--- config.mk ---
export PLATFORM = sky130hd
export DESIGN_NAME = rcc_regs
export DESIGN_NICKNAME = d
export VERILOG_FILES = /design/src/common/rcc_pkg.sv /design/src/rcc_regs.sv
export SDC_FILE = /design/constraint.sdc
export NUM_CORES = 1
export LEC_CHECK = 0
export BUFFER_PORTS_ARGS = -buffer_cell sky130_fd_sc_hd__clkbuf_2
export CAP_MARGIN = 0
export CORE_ASPECT_RATIO = 1.4
export CORE_MARGIN = 3
export CORE_UTILIZATION = 40
export DETAILED_ROUTE_END_ITERATION = 8
export SKIP_CTS_REPAIR_TIMING = 1
export SLEW_MARGIN = 20
export SYNTH_ARGS = -nofsm -noshare
export SYNTH_HDL_FRONTEND = slang
export SYNTH_SLANG_ARGS = --single-unit
--- constraint.sdc ---
create_clock -name clock -period 2.22 [get_ports clock]
set_clock_uncertainty 0.05 [all_clocks]
set_input_delay 0.111 -clock clock [delete_from_list [all_inputs] [get_ports clock]]
set_output_delay 0.111 -clock clock [all_outputs]
set_load 0.03 [all_outputs]
--- src/common/rcc_pkg.sv ---
package rcc_pkg;
    localparam int          ADDR_W           = 5;
    localparam int          DATA_W           = 8;
    localparam int          IR_W             = ADDR_W;
    // serial register addresses
    localparam logic [4:0]  ADDR_TRIM_SIG    = 5'h13;
    localparam logic [4:0]  ADDR_CLK_CTRL    = 5'h16;
    localparam logic [4:0]  ADDR_FUNC_EN     = 5'h19;
    localparam logic [4:0]  ADDR_SHAPE_TBL   = 5'h1C;
    // reset values
    localparam logic [7:0]  TRIM_RESET       = 8'h80;
    localparam logic [7:0]  CLK_CTRL_RESET   = 8'h00;
    localparam logic [7:0]  FUNC_EN_RESET    = 8'h00;
    // arbitrary signature value
    localparam logic [7:0]  CHIP_SIG_DEFAULT = 8'h5C;
    // field positions
    localparam int          CTRL_RDY_BIT     = 2;
    localparam int          EN_GRST_BIT      = 6;
    localparam int          EN_CLK_BIT       = 4;
    localparam logic [7:0]  TRIM_MASK        = 8'h7F;
    localparam logic [7:0]  CTRL_MASK        = 8'h04;
    localparam logic [7:0]  EN_MASK          = 8'h50;
    // pulse-shape table
    localparam int          SHAPE_N          = 13;
    localparam int          SHAPE_PTR_W      = 4;
    localparam logic [3:0]  SHAPE_LAST       = 4'hC;
    localparam logic [3:0]  SHAPE_FIRST      = 4'h0;
    // reset-done delay in system clocks
    localparam logic [2:0]  RST_DONE_CYC     = 3'h4;
    // low-power clock divider half period (sim-shortened default)
    localparam int          LPO_HALF_W       = 12;
    localparam logic [11:0] LPO_HALF_DEF     = 12'h7EF;
    // codec clock toggle divider half period
    localparam logic [1:0]  PCM_HALF         = 2'h2;
    typedef enum logic [3:0] {
        RCC_TLR, RCC_IDLE, RCC_SEL_DR, RCC_CAP_DR, RCC_SH_DR, RCC_EX1_DR, RCC_PA_DR,
        RCC_EX2_DR, RCC_UPD_DR, RCC_SEL_IR, RCC_CAP_IR, RCC_SH_IR, RCC_EX1_IR,
        RCC_PA_IR, RCC_EX2_IR, RCC_UPD_IR
    } rcc_tap_t;
    typedef enum logic [2:0] {
        RCC_TX_OFF, RCC_TX_SETTLE, RCC_TX_PRESET, RCC_TX_RESETTLE, RCC_TX_OPEN
    } rcc_tx_t;
endpackage

--- src/rcc_regs.sv ---
`timescale 1ns/100ps
// Functional notes
// - trim bits b6..b0 add binary-weighted load, 6 pF down to 0.09375 pF
// - read at address 19 returns fixed 8-bit chip signature
// - clock control b2 is host-ready, deciding if clock request applies
// - writing 1 to enable b6 clears shape table pointer
// - enable b4 switches the 2.048 MHz codec clock on or off
// - table at address 28 holds 13 eight-bit shape entries
// - each table write with enable b6 clear stores at pointer then advances pointer
// - power-on reset returns all registers to defaults
// - external reset gives same state as power-on reset
// - after reset oscillator runs and system clock output enabled
// - host-ready 0: ignore clock request, keep system clock on
// - host-ready 1: clock request gates system clock output
// - clock request gates output only, never stops oscillator
// - low-power clock and reset-done follow power-on and external reset only
// - reset-done goes active 4 system clocks after external reset
// - transmit: settle, power amp on, preset mean, resettle, open loop
// - transmit bitstream is shaped and drives the modulator level
// - synthesizer loop off throughout received packet demodulation
// - received signal sliced against threshold and driven out as bits
// - serial test-access link, 5-bit address, 8-bit data scans
// - trim resets to 0x80; control, enable and table reset to zero
module rcc_regs
    import rcc_pkg::*;
#(
    parameter logic [11:0] LPO_HALF = LPO_HALF_DEF
)(
    // clock and reset
    input  wire logic                  clock,
    input  wire logic                  rst,
    input  wire logic                  external_reset_input,
    // serial test-access link
    input  wire logic                  link_clk,
    input  wire logic                  link_mode,
    input  wire logic                  link_din,
    output logic                       link_dout,
    // system clock gating
    input  wire logic                  system_clock_request,
    output logic                       system_clock_output,
    output logic                       osc_enable,
    output logic                       low_power_clock,
    output logic                       reset_done,
    output logic                       codec_clock,
    // oscillator load trim
    output logic [6:0]                 crystal_load_trim,
    // radio sequencing
    input  wire logic                  synth_on,
    input  wire logic                  pa_on,
    input  wire logic                  synth_settled,
    input  wire logic                  tx_bit,
    input  wire logic [DATA_W-1:0]     rx_sample,
    input  wire logic [DATA_W-1:0]     slicer_level,
    output logic                       pa_enable,
    output logic                       synth_loop_closed,
    output logic [DATA_W-1:0]          mod_level,
    output logic                       rx_bit
);
    import rcc_pkg::*;

    //------------------------------------------------------------
    // input synchronisers
    //------------------------------------------------------------
    logic [1:0] lclk_s_r, lmode_s_r, ldin_s_r, req_s_r, xrst_s_r, son_s_r, pon_s_r, sst_s_r, txb_s_r;
    logic       lclk_d_r;
    always_ff @(posedge clock)
    begin
        lclk_s_r  <= {lclk_s_r[0], link_clk};
        lmode_s_r <= {lmode_s_r[0], link_mode};
        ldin_s_r  <= {ldin_s_r[0], link_din};
        req_s_r   <= {req_s_r[0], system_clock_request};
        xrst_s_r  <= {xrst_s_r[0], external_reset_input};
        son_s_r   <= {son_s_r[0], synth_on};
        pon_s_r   <= {pon_s_r[0], pa_on};
        sst_s_r   <= {sst_s_r[0], synth_settled};
        txb_s_r   <= {txb_s_r[0], tx_bit};
        lclk_d_r  <= lclk_s_r[1];
    end

    logic lclk_rise, lclk_fall, dev_rst, pin_rst;
    assign lclk_rise = lclk_s_r[1] & ~lclk_d_r;
    assign lclk_fall = ~lclk_s_r[1] & lclk_d_r;
    // external reset is active low on the pin
    // reset-done and low-power clock see only this, never register bits
    assign pin_rst   = rst | ~xrst_s_r[1];
    assign dev_rst   = pin_rst;

    //------------------------------------------------------------
    // tap controller
    //------------------------------------------------------------
    rcc_tap_t tap_r, tap_nxt;
    always_comb
    begin
        unique case (tap_r)
            RCC_TLR:    tap_nxt = lmode_s_r[1] ? RCC_TLR    : RCC_IDLE;
            RCC_IDLE:   tap_nxt = lmode_s_r[1] ? RCC_SEL_DR : RCC_IDLE;
            RCC_SEL_DR: tap_nxt = lmode_s_r[1] ? RCC_SEL_IR : RCC_CAP_DR;
            RCC_CAP_DR: tap_nxt = lmode_s_r[1] ? RCC_EX1_DR : RCC_SH_DR;
            RCC_SH_DR:  tap_nxt = lmode_s_r[1] ? RCC_EX1_DR : RCC_SH_DR;
            RCC_EX1_DR: tap_nxt = lmode_s_r[1] ? RCC_UPD_DR : RCC_PA_DR;
            RCC_PA_DR:  tap_nxt = lmode_s_r[1] ? RCC_EX2_DR : RCC_PA_DR;
            RCC_EX2_DR: tap_nxt = lmode_s_r[1] ? RCC_UPD_DR : RCC_SH_DR;
            RCC_UPD_DR: tap_nxt = lmode_s_r[1] ? RCC_SEL_DR : RCC_IDLE;
            RCC_SEL_IR: tap_nxt = lmode_s_r[1] ? RCC_TLR    : RCC_CAP_IR;
            RCC_CAP_IR: tap_nxt = lmode_s_r[1] ? RCC_EX1_IR : RCC_SH_IR;
            RCC_SH_IR:  tap_nxt = lmode_s_r[1] ? RCC_EX1_IR : RCC_SH_IR;
            RCC_EX1_IR: tap_nxt = lmode_s_r[1] ? RCC_UPD_IR : RCC_PA_IR;
            RCC_PA_IR:  tap_nxt = lmode_s_r[1] ? RCC_EX2_IR : RCC_PA_IR;
            RCC_EX2_IR: tap_nxt = lmode_s_r[1] ? RCC_UPD_IR : RCC_SH_IR;
            RCC_UPD_IR: tap_nxt = lmode_s_r[1] ? RCC_SEL_DR : RCC_IDLE;
        endcase
    end

    always_ff @(posedge clock)
    begin
        if (dev_rst)
            tap_r <= RCC_TLR;
        else if (lclk_rise)
            tap_r <= tap_nxt;
    end

    //------------------------------------------------------------
    // shift registers and register file
    //------------------------------------------------------------
    logic [IR_W-1:0]   ir_sh_r, ir_r;
    logic [DATA_W-1:0] dr_sh_r;
    logic [DATA_W-1:0] trim_r, ctrl_r, en_r;
    logic [DATA_W-1:0] shape_mem [SHAPE_N];
    logic [SHAPE_PTR_W-1:0] ptr_r;
    logic              dr_upd;

    function automatic logic [DATA_W-1:0] rd_mux(input logic [IR_W-1:0] a);
        unique case (a)
            ADDR_TRIM_SIG: rd_mux = CHIP_SIG_DEFAULT;
            ADDR_CLK_CTRL: rd_mux = ctrl_r;
            ADDR_FUNC_EN:  rd_mux = en_r;
            default:       rd_mux = '0;
        endcase
    endfunction

    assign dr_upd = lclk_rise & (tap_r == RCC_UPD_DR);

    // write strobe for one register address
    function automatic logic wr_hit(input logic [IR_W-1:0] a);
        wr_hit = dr_upd && (ir_r == a);
    endfunction

    always_ff @(posedge clock)
    begin
        if (dev_rst)
        begin
            ir_sh_r <= '0;
            ir_r    <= '0;
        end
        else if (lclk_rise)
        begin
            if (tap_r == RCC_CAP_IR)
                ir_sh_r <= ir_r;
            else if (tap_r == RCC_SH_IR)
                ir_sh_r <= {ldin_s_r[1], ir_sh_r[IR_W-1:1]};
            else if (tap_r == RCC_UPD_IR)
                ir_r <= ir_sh_r;
        end
    end

    always_ff @(posedge clock)
    begin
        if (dev_rst)
            dr_sh_r <= '0;
        else if (lclk_rise)
        begin
            if (tap_r == RCC_CAP_DR)
                dr_sh_r <= rd_mux(ir_r);
            else if (tap_r == RCC_SH_DR)
                dr_sh_r <= {ldin_s_r[1], dr_sh_r[DATA_W-1:1]};
        end
    end

    // output changes on the falling link edge
    always_ff @(posedge clock)
    begin
        if (dev_rst)
            link_dout <= 1'b0;
        else if (lclk_fall)
            link_dout <= (tap_r == RCC_SH_IR) ? ir_sh_r[0] : dr_sh_r[0];
    end

    always_ff @(posedge clock)
    begin
        if (dev_rst)
        begin
            trim_r <= TRIM_RESET;
            ctrl_r <= CLK_CTRL_RESET;
            en_r   <= FUNC_EN_RESET;
        end
        else
        begin
            if (wr_hit(ADDR_TRIM_SIG))
                trim_r <= dr_sh_r & TRIM_MASK;
            if (wr_hit(ADDR_CLK_CTRL))
                ctrl_r <= dr_sh_r & CTRL_MASK;
            if (wr_hit(ADDR_FUNC_EN))
                en_r   <= dr_sh_r & EN_MASK;
        end
    end

    // pointer held at first entry while clear bit stays set
    always_ff @(posedge clock)
    begin
        if (dev_rst || en_r[EN_GRST_BIT])
            ptr_r <= SHAPE_FIRST;
        else if (wr_hit(ADDR_SHAPE_TBL))
            ptr_r <= (ptr_r == SHAPE_LAST) ? SHAPE_FIRST : ptr_r + 1'b1;
    end

    always_ff @(posedge clock)
    begin
        if (dev_rst)
        begin
            for (int i = 0; i < SHAPE_N; i++)
                shape_mem[i] <= '0;
        end
        else if (wr_hit(ADDR_SHAPE_TBL) && !en_r[EN_GRST_BIT])
            shape_mem[ptr_r] <= dr_sh_r;
    end

    assign crystal_load_trim = trim_r[6:0];

    //------------------------------------------------------------
    // clock gating and reset sequencing
    //------------------------------------------------------------
    logic [2:0] rd_cnt_r;
    always_ff @(posedge clock)
    begin
        if (pin_rst)
            rd_cnt_r <= '0;
        else if (rd_cnt_r != RST_DONE_CYC)
            rd_cnt_r <= rd_cnt_r + 1'b1;
    end
    assign reset_done = (rd_cnt_r == RST_DONE_CYC);

    // oscillator never gated by request
    assign osc_enable = 1'b1;
    always_ff @(posedge clock)
    begin
        if (dev_rst)
            system_clock_output <= 1'b1;
        else
            system_clock_output <= ctrl_r[CTRL_RDY_BIT] ? req_s_r[1] : 1'b1;
    end

    logic [LPO_HALF_W-1:0] lpo_cnt_r;
    always_ff @(posedge clock)
    begin
        if (pin_rst)
        begin
            lpo_cnt_r       <= '0;
            low_power_clock <= 1'b0;
        end
        else if (lpo_cnt_r == LPO_HALF)
        begin
            lpo_cnt_r       <= '0;
            low_power_clock <= ~low_power_clock;
        end
        else
            lpo_cnt_r <= lpo_cnt_r + 1'b1;
    end

    logic [1:0] pcm_cnt_r;
    always_ff @(posedge clock)
    begin
        if (dev_rst || !en_r[EN_CLK_BIT])
        begin
            pcm_cnt_r   <= '0;
            codec_clock <= 1'b0;
        end
        else if (pcm_cnt_r == PCM_HALF)
        begin
            pcm_cnt_r   <= '0;
            codec_clock <= ~codec_clock;
        end
        else
            pcm_cnt_r <= pcm_cnt_r + 1'b1;
    end

    //------------------------------------------------------------
    // transmit and receive sequencing
    //------------------------------------------------------------
    rcc_tx_t tx_r;
    always_ff @(posedge clock)
    begin
        if (dev_rst || !pon_s_r[1])
            tx_r <= RCC_TX_OFF;
        else
        begin
            unique case (tx_r)
                RCC_TX_OFF:      tx_r <= RCC_TX_SETTLE;
                RCC_TX_SETTLE:   if (sst_s_r[1]) tx_r <= RCC_TX_PRESET;
                RCC_TX_PRESET:   tx_r <= RCC_TX_RESETTLE;
                RCC_TX_RESETTLE: if (sst_s_r[1]) tx_r <= RCC_TX_OPEN;
                RCC_TX_OPEN:     tx_r <= RCC_TX_OPEN;
            endcase
        end
    end

    // shaping: walk the table toward the bit's end
    logic [SHAPE_PTR_W-1:0] mod_idx_r;
    always_ff @(posedge clock)
    begin
        if (dev_rst || tx_r != RCC_TX_OPEN)
            mod_idx_r <= SHAPE_LAST >> 1;
        else if (txb_s_r[1] && mod_idx_r != SHAPE_LAST)
            mod_idx_r <= mod_idx_r + 1'b1;
        else if (!txb_s_r[1] && mod_idx_r != SHAPE_FIRST)
            mod_idx_r <= mod_idx_r - 1'b1;
    end

    always_ff @(posedge clock)
    begin
        if (dev_rst)
        begin
            pa_enable         <= 1'b0;
            synth_loop_closed <= 1'b0;
            mod_level         <= '0;
            rx_bit            <= 1'b0;
        end
        else
        begin
            pa_enable         <= tx_r inside {RCC_TX_PRESET, RCC_TX_RESETTLE, RCC_TX_OPEN};
            // loop open once transmit reaches RCC_TX_OPEN, and while receiving
            synth_loop_closed <= son_s_r[1] && tx_r != RCC_TX_OPEN;
            mod_level         <= shape_mem[mod_idx_r];
            rx_bit            <= (!son_s_r[1] && rx_sample > slicer_level) ? 1'b1 : 1'b0;
        end
    end
endmodule

Word level (Yosys, flattened, before mapping)
Memory sizes are Yosys's and may differ from the RTL's. A register that Yosys moved wholly into a read port is not among the register bits.
Index checks and enable logic that the tools add are counted.
Widths: inputs -> output; s select.
- input bits: 27
- bits in writable memories: 104
- memories kept: 1
- flip-flop bits (word level): 86
- output and inout bits: 24
- reductions and logical operators: 36
- add/subtract/negate cells: 6
- multiplexer cells: 34
- bitwise logic cells: 12
- equality and inequality tests: 32
- order comparisons: 1
- memories (name ; words ; width ; rd ports ; clocked after Yosys merged registers in ; wr ports ; line ; RTL):
    shape_mem ; 13 ; 8 ; 1 ; 1 ; 13 ; rcc_regs.sv:128 ; logic [DATA_W-1:0] shape_mem [SHAPE_N];
- operators by type and width (cell ; count):
    $pmux 4 s12 ; 1
    $eq 4x4->1 const B ; 9
    $mux 4 ; 8
    $mux 8 ; 3
    $pmux 7 s3 ; 1
    $eq 5x5->1 const B ; 4
    $eq 4x3->1 const B ; 4
    $pmux 3 s5 ; 1
    $add 12x1->12 const B ; 1
    $eq 12x11->1 const B ; 1
    $mux 3 ; 4
    $mux 1 ; 11
    $mux 5 ; 2
    $reduce_or 2->1 ; 5
    $logic_and 1x1->1 ; 9
    $add 4x1->4 const B ; 2
    $eq 4x2->1 const B ; 2
    $gt 8x8->1 ; 1
    $not 1->1 ; 8
    $reduce_or 8->1 ; 1
    $eq 3x2->1 const B ; 2
    $eq 3x3->1 const B ; 2
    $mux 2 ; 3
    $ne 3x3->1 const B ; 2
    20 further kinds ; 34

Longest topological paths before layout
- depth after elaboration: 10
- gate-level depth with buffers: 11

Worst setup path before layout
OpenSTA, ideal clock, no wires.
- kind: flip-flop to flip-flop
- start: reg mod_idx_r[0]
- end: reg mod_idx_r[3]
- stages on the path, launching flop included: 12
- data required time: 2.096 ns
- library setup time: 0.074 ns
- path buffers: 2
- data arrival time: 2.111 ns
- slack: -0.015 ns
- cell sequence: dfxtp_1 buf_2 buf_2 nor2_1 nand3_1 nand2_1 ha_1 a21oi_1 nand2_1 o31ai_1 nand2_1 a31oi_1
- longest elaborated chain between the ends: 3
- elaborated cells on any way between the ends: 9
- classes of those cells: 2 x add/sub; 1 x eq/ne; 2 x mux; 4 x reduce/logical
- ends and longest elaborated chain (element ; line ; RTL):
    start: declaration ; rcc_regs.sv:307 ; logic [SHAPE_PTR_W-1:0] mod_idx_r;
    start signal: assignment ; rcc_regs.sv:311 ; mod_idx_r <= SHAPE_LAST >> 1;
    start signal: assignment ; rcc_regs.sv:313 ; mod_idx_r <= mod_idx_r + 1'b1;
    start signal: assignment ; rcc_regs.sv:315 ; mod_idx_r <= mod_idx_r - 1'b1;
    $sub 4x1->4 (tied with other cells) ; rcc_regs.sv:315 ;
    $mux 4 (tied with other cells) ; rcc_regs.sv:314 ; else if (!txb_s_r[1] && mod_idx_r != SHAPE_FIRST)
    $mux 4 or $reduce_bool 2->1 (tied branches) ; -- ;
Parallel ways exist; a longest one is shown, timed or not. The select of a mux whose other input is x is not followed.
A chain may end at the register's enable or synchronous reset.

==> results list <==
* Number of placement rows: 66
- Across the run, the number of max-cap violations was 0.
- TritonCTS built the clock tree.
- In the final routed layout, each cell accounts on average for 17.53 µm.
- The die is 137.5 µm wide.
* Mean instance size in the synthesized netlist: 12.47 µm²
* Clock latency on the worst-skew pair: 0.51 ns
- Vias: 5964
- Number of design-rule violations left by the first detailed-router iteration: 368
- The worst setup path is of the reg2reg kind.
* Synthesized instance count: 777
* Largest net degree at the start of global routing: 36
* Number of sinks on the clock net: 222
- Via count of the first global-routing pass: 6069
- Final hold violation count: 1
- Setup-violating endpoint count in the final report: 0
* Routed vias/inst: 5.111
- The worst setup path is launched from a flop.
* Largest vdd supply drop: 571.4 µV
* Antenna cell count: 0
- For this run, the post-layout net count is 890.
- Final global-route overflow total: 0
- Worst setup EP type: flop
* Data required time at the worst endpoint: 2.33 ns
* Part of the Yosys area used for sequential elements: 59.11%
- Among all flip-flop cells after synthesis, the most frequent one is sky130_fd_sc_hd__edfxtp_1.
* Yosys warning total: 0
- Summed over all cells, the static leakage comes to 4.569 nW.
* Final Slew Violations: 0
- At the pin with the least slew margin, the transition time is 0.5646 ns.
- Setup repair after global routing left no endpoint under its margin.
- The run finished, with violations left.
- Setup Total Neg Slack: 0 ns
- Failing checks: negative hold slack
* Critical Path Fanout Max: 8
* Root buffer cell: sky130_fd_sc_hd__clkbuf_16
- CTS built an H-tree with a depth of 1.
* Remaining antenna violation count: 0
* Area delta synth->final: 16.40%
* Buffer levels on the longest clock path: 3
* Post-route fraction of the period consumed by the critical path: 92.54%
- Port buffering added 49 buffers.
- The first global-routing pass estimated 32940 µm of wire.
- DR pass1 iterations: 5
* Type of the worst min-delay path: in2reg
- For the finished layout, the period the worst path requires is 2.054 ns.
* Ports: 51
- Remaining max-slew budget at the tightest pin: 62.36%
- Utilization after layout: 47.91%
* Routability Congestion: 0.7839
- Summing every instance area after synthesis gives 9687 µm².
* Clock transition at the registers of the reported paths: 0.06 ns
- Counting the fill cells in the layout gives 2140.
* DRC violation count after routing: 0
- The initial antenna violation count was 0.
- Async set or reset register ratio after synthesis: 0%
- Worst-case hold slack: -0.01162 ns
* Routed wire length: 20460 µm
- Arrival time reported for the critical path endpoint: 2.16 ns
- Area of the die: 26150 µm²
- In this run the standard cell core region covers 23540 µm².
- Setup slack on the worst reg-to-reg path comes out at 0.17 ns.
- Share of post-route cells with drive strength above 1: 20.33%
* Upper clock frequency limit: 0.4868 GHz
- Distinct cells, synth: 55
* Number of enable flip-flop cells after synthesis: 128
- After synthesis the netlist holds a flip-flop and latch count of 222.
- Pwr per Cell Area: 776.7 nW/µm²
* Number of buffers added by the clock tree synthesis step: 23
- The initial utilization of the core area, before any placement, comes to 41.16%.
- Across every metal layer, demand over resource in global routing totals 16.20%.
* Detailed-placement wirelength estimate: 14380 µm
- Die boundary height: 190.1 µm
- Syn Nets: 823
==> synth_stat cells, drive strengths merged (5+ instances only) <==
cell type	number	area [µm²]
inv	19	71.32
nand2b	14	87.58
mux2i	37	370.4
nand4	5	46.29
nor2b	9	56.30
buf	20	118.9
nor2	50	195.2
and3	58	362.9
mux4	32	720.7
nor3	11	66.32
a21oi	26	130.1
a211oi	7	52.55
xnor2	10	87.58
edfxtp	128	3844
a21o	6	45.04
dfxtp	94	1882
and2	60	375.4
ha	18	225.2
nand3	18	90.09
o22ai	8	50.05
clkbuf	38	143.9
o21ai	13	65.06
nand2	43	161.4
xor2	7	61.31
a31oi	8	50.05
==> kinds of logic after synthesis <==
group                    synth area share (%)
XOR/XNOR                                1.537
AND/OR/NAND/NOR                         17.18
adder cells (fa/ha/maj)                 2.532
buffers and inverters                   3.449
flip-flops                              59.11
multiplexers                            11.26
other                                 0.03871
AO/OA/AOI/OAI                           4.895
==> worst paths after layout <==
path	start	end	cells after the start
max	tap_r[0]	shape_mem[8][7]	5
min	rx_sample[7]	rx_bit	4
max reg2reg	tap_r[0]	shape_mem[8][7]	5
min reg2reg	req_s_r[0]	req_s_r[1]	0
==> worst max-delay path, cell delays in order, from the launching register on <==
cell,delay [ns]
sky130_fd_sc_hd__dfxtp_1,0.33
sky130_fd_sc_hd__nor4b_4,0.36
sky130_fd_sc_hd__nand4_4,0.16
sky130_fd_sc_hd__buf_4,0.20
sky130_fd_sc_hd__nor4_2,0.24
sky130_fd_sc_hd__nand2b_1,0.37
==> through the flow <==
stage	worst slack, ns	instances	area [µm²]	hold WS [ns]	total power, mW
6_report	0.1657	1167	11280	-0.01162	8.757
5_1_grt	0.01618	1167	11280	0.01786	9.067
4_1_cts	0.06197	1158	11180	-0.3649	8.838
3_5_place_dp	0.06627	1116	10380	0.1649	4.866
3_3_place_gp	0.1437	1116	10380	0.1638	4.860
2_1_floorplan	0.04734	777	9689	0.08872	4.751
==> routing by layer <==
layer  GRT usage [%]  wire length, µm
met5               0                0
met1           19.57             8214
met2           29.10            10810
met3           2.196              704
met4           5.876              730
==> area by class of cell <==
class,count,area [µm²],area share (%)
Sequential cell,222,5727,50.79
Multi-Input combinational cell,478,3633,32.22
Clock buffer,33,696.9,6.181
Timing Repair Buffer,100,663.1,5.881
Tap cell,306,382.9,3.395
Clock inverter,9,101.3,0.8988
Inverter,19,71.32,0.6325
==> layout by cell type (no fill, tap or decap), drive strengths merged, types with 7 or more instances in the layout <==
master,n
a211oi,7
a21oi,26
a31oi,8
and2,60
and3,58
buf,42
clkbuf,82
dfxtp,94
dlygate4sd3,9
edfxtp,128
ha,18
inv,21
mux2i,37
mux4,32
nand2,43
nand2b,14
nand3,18
nor2,50
nor2b,9
nor3,11
o21ai,13
o22ai,8
xnor2,10
xor2,7
==> registers in the layout (all words and copies together) (netlist names), 3 cells and up <==
name	count
dr_sh_r	8
ir_r	5
mod_level	8
tap_r	4
shape_mem	128
ptr_r	4
ir_sh_r	5
lpo_cnt_r	12
tx_r	3
mod_idx_r	4
rd_cnt_r	3
trim_r	7
==> report_power, final <==
part	switching [mW]	internal (mW)	leakage, nW	total [mW]
combinational	0.151	0.117	2.08	0.267
sequential	0.0563	4.46	2.09	4.52
clock	1.55	2.42	0.399	3.97
Power figures use the tool's default switching activity.
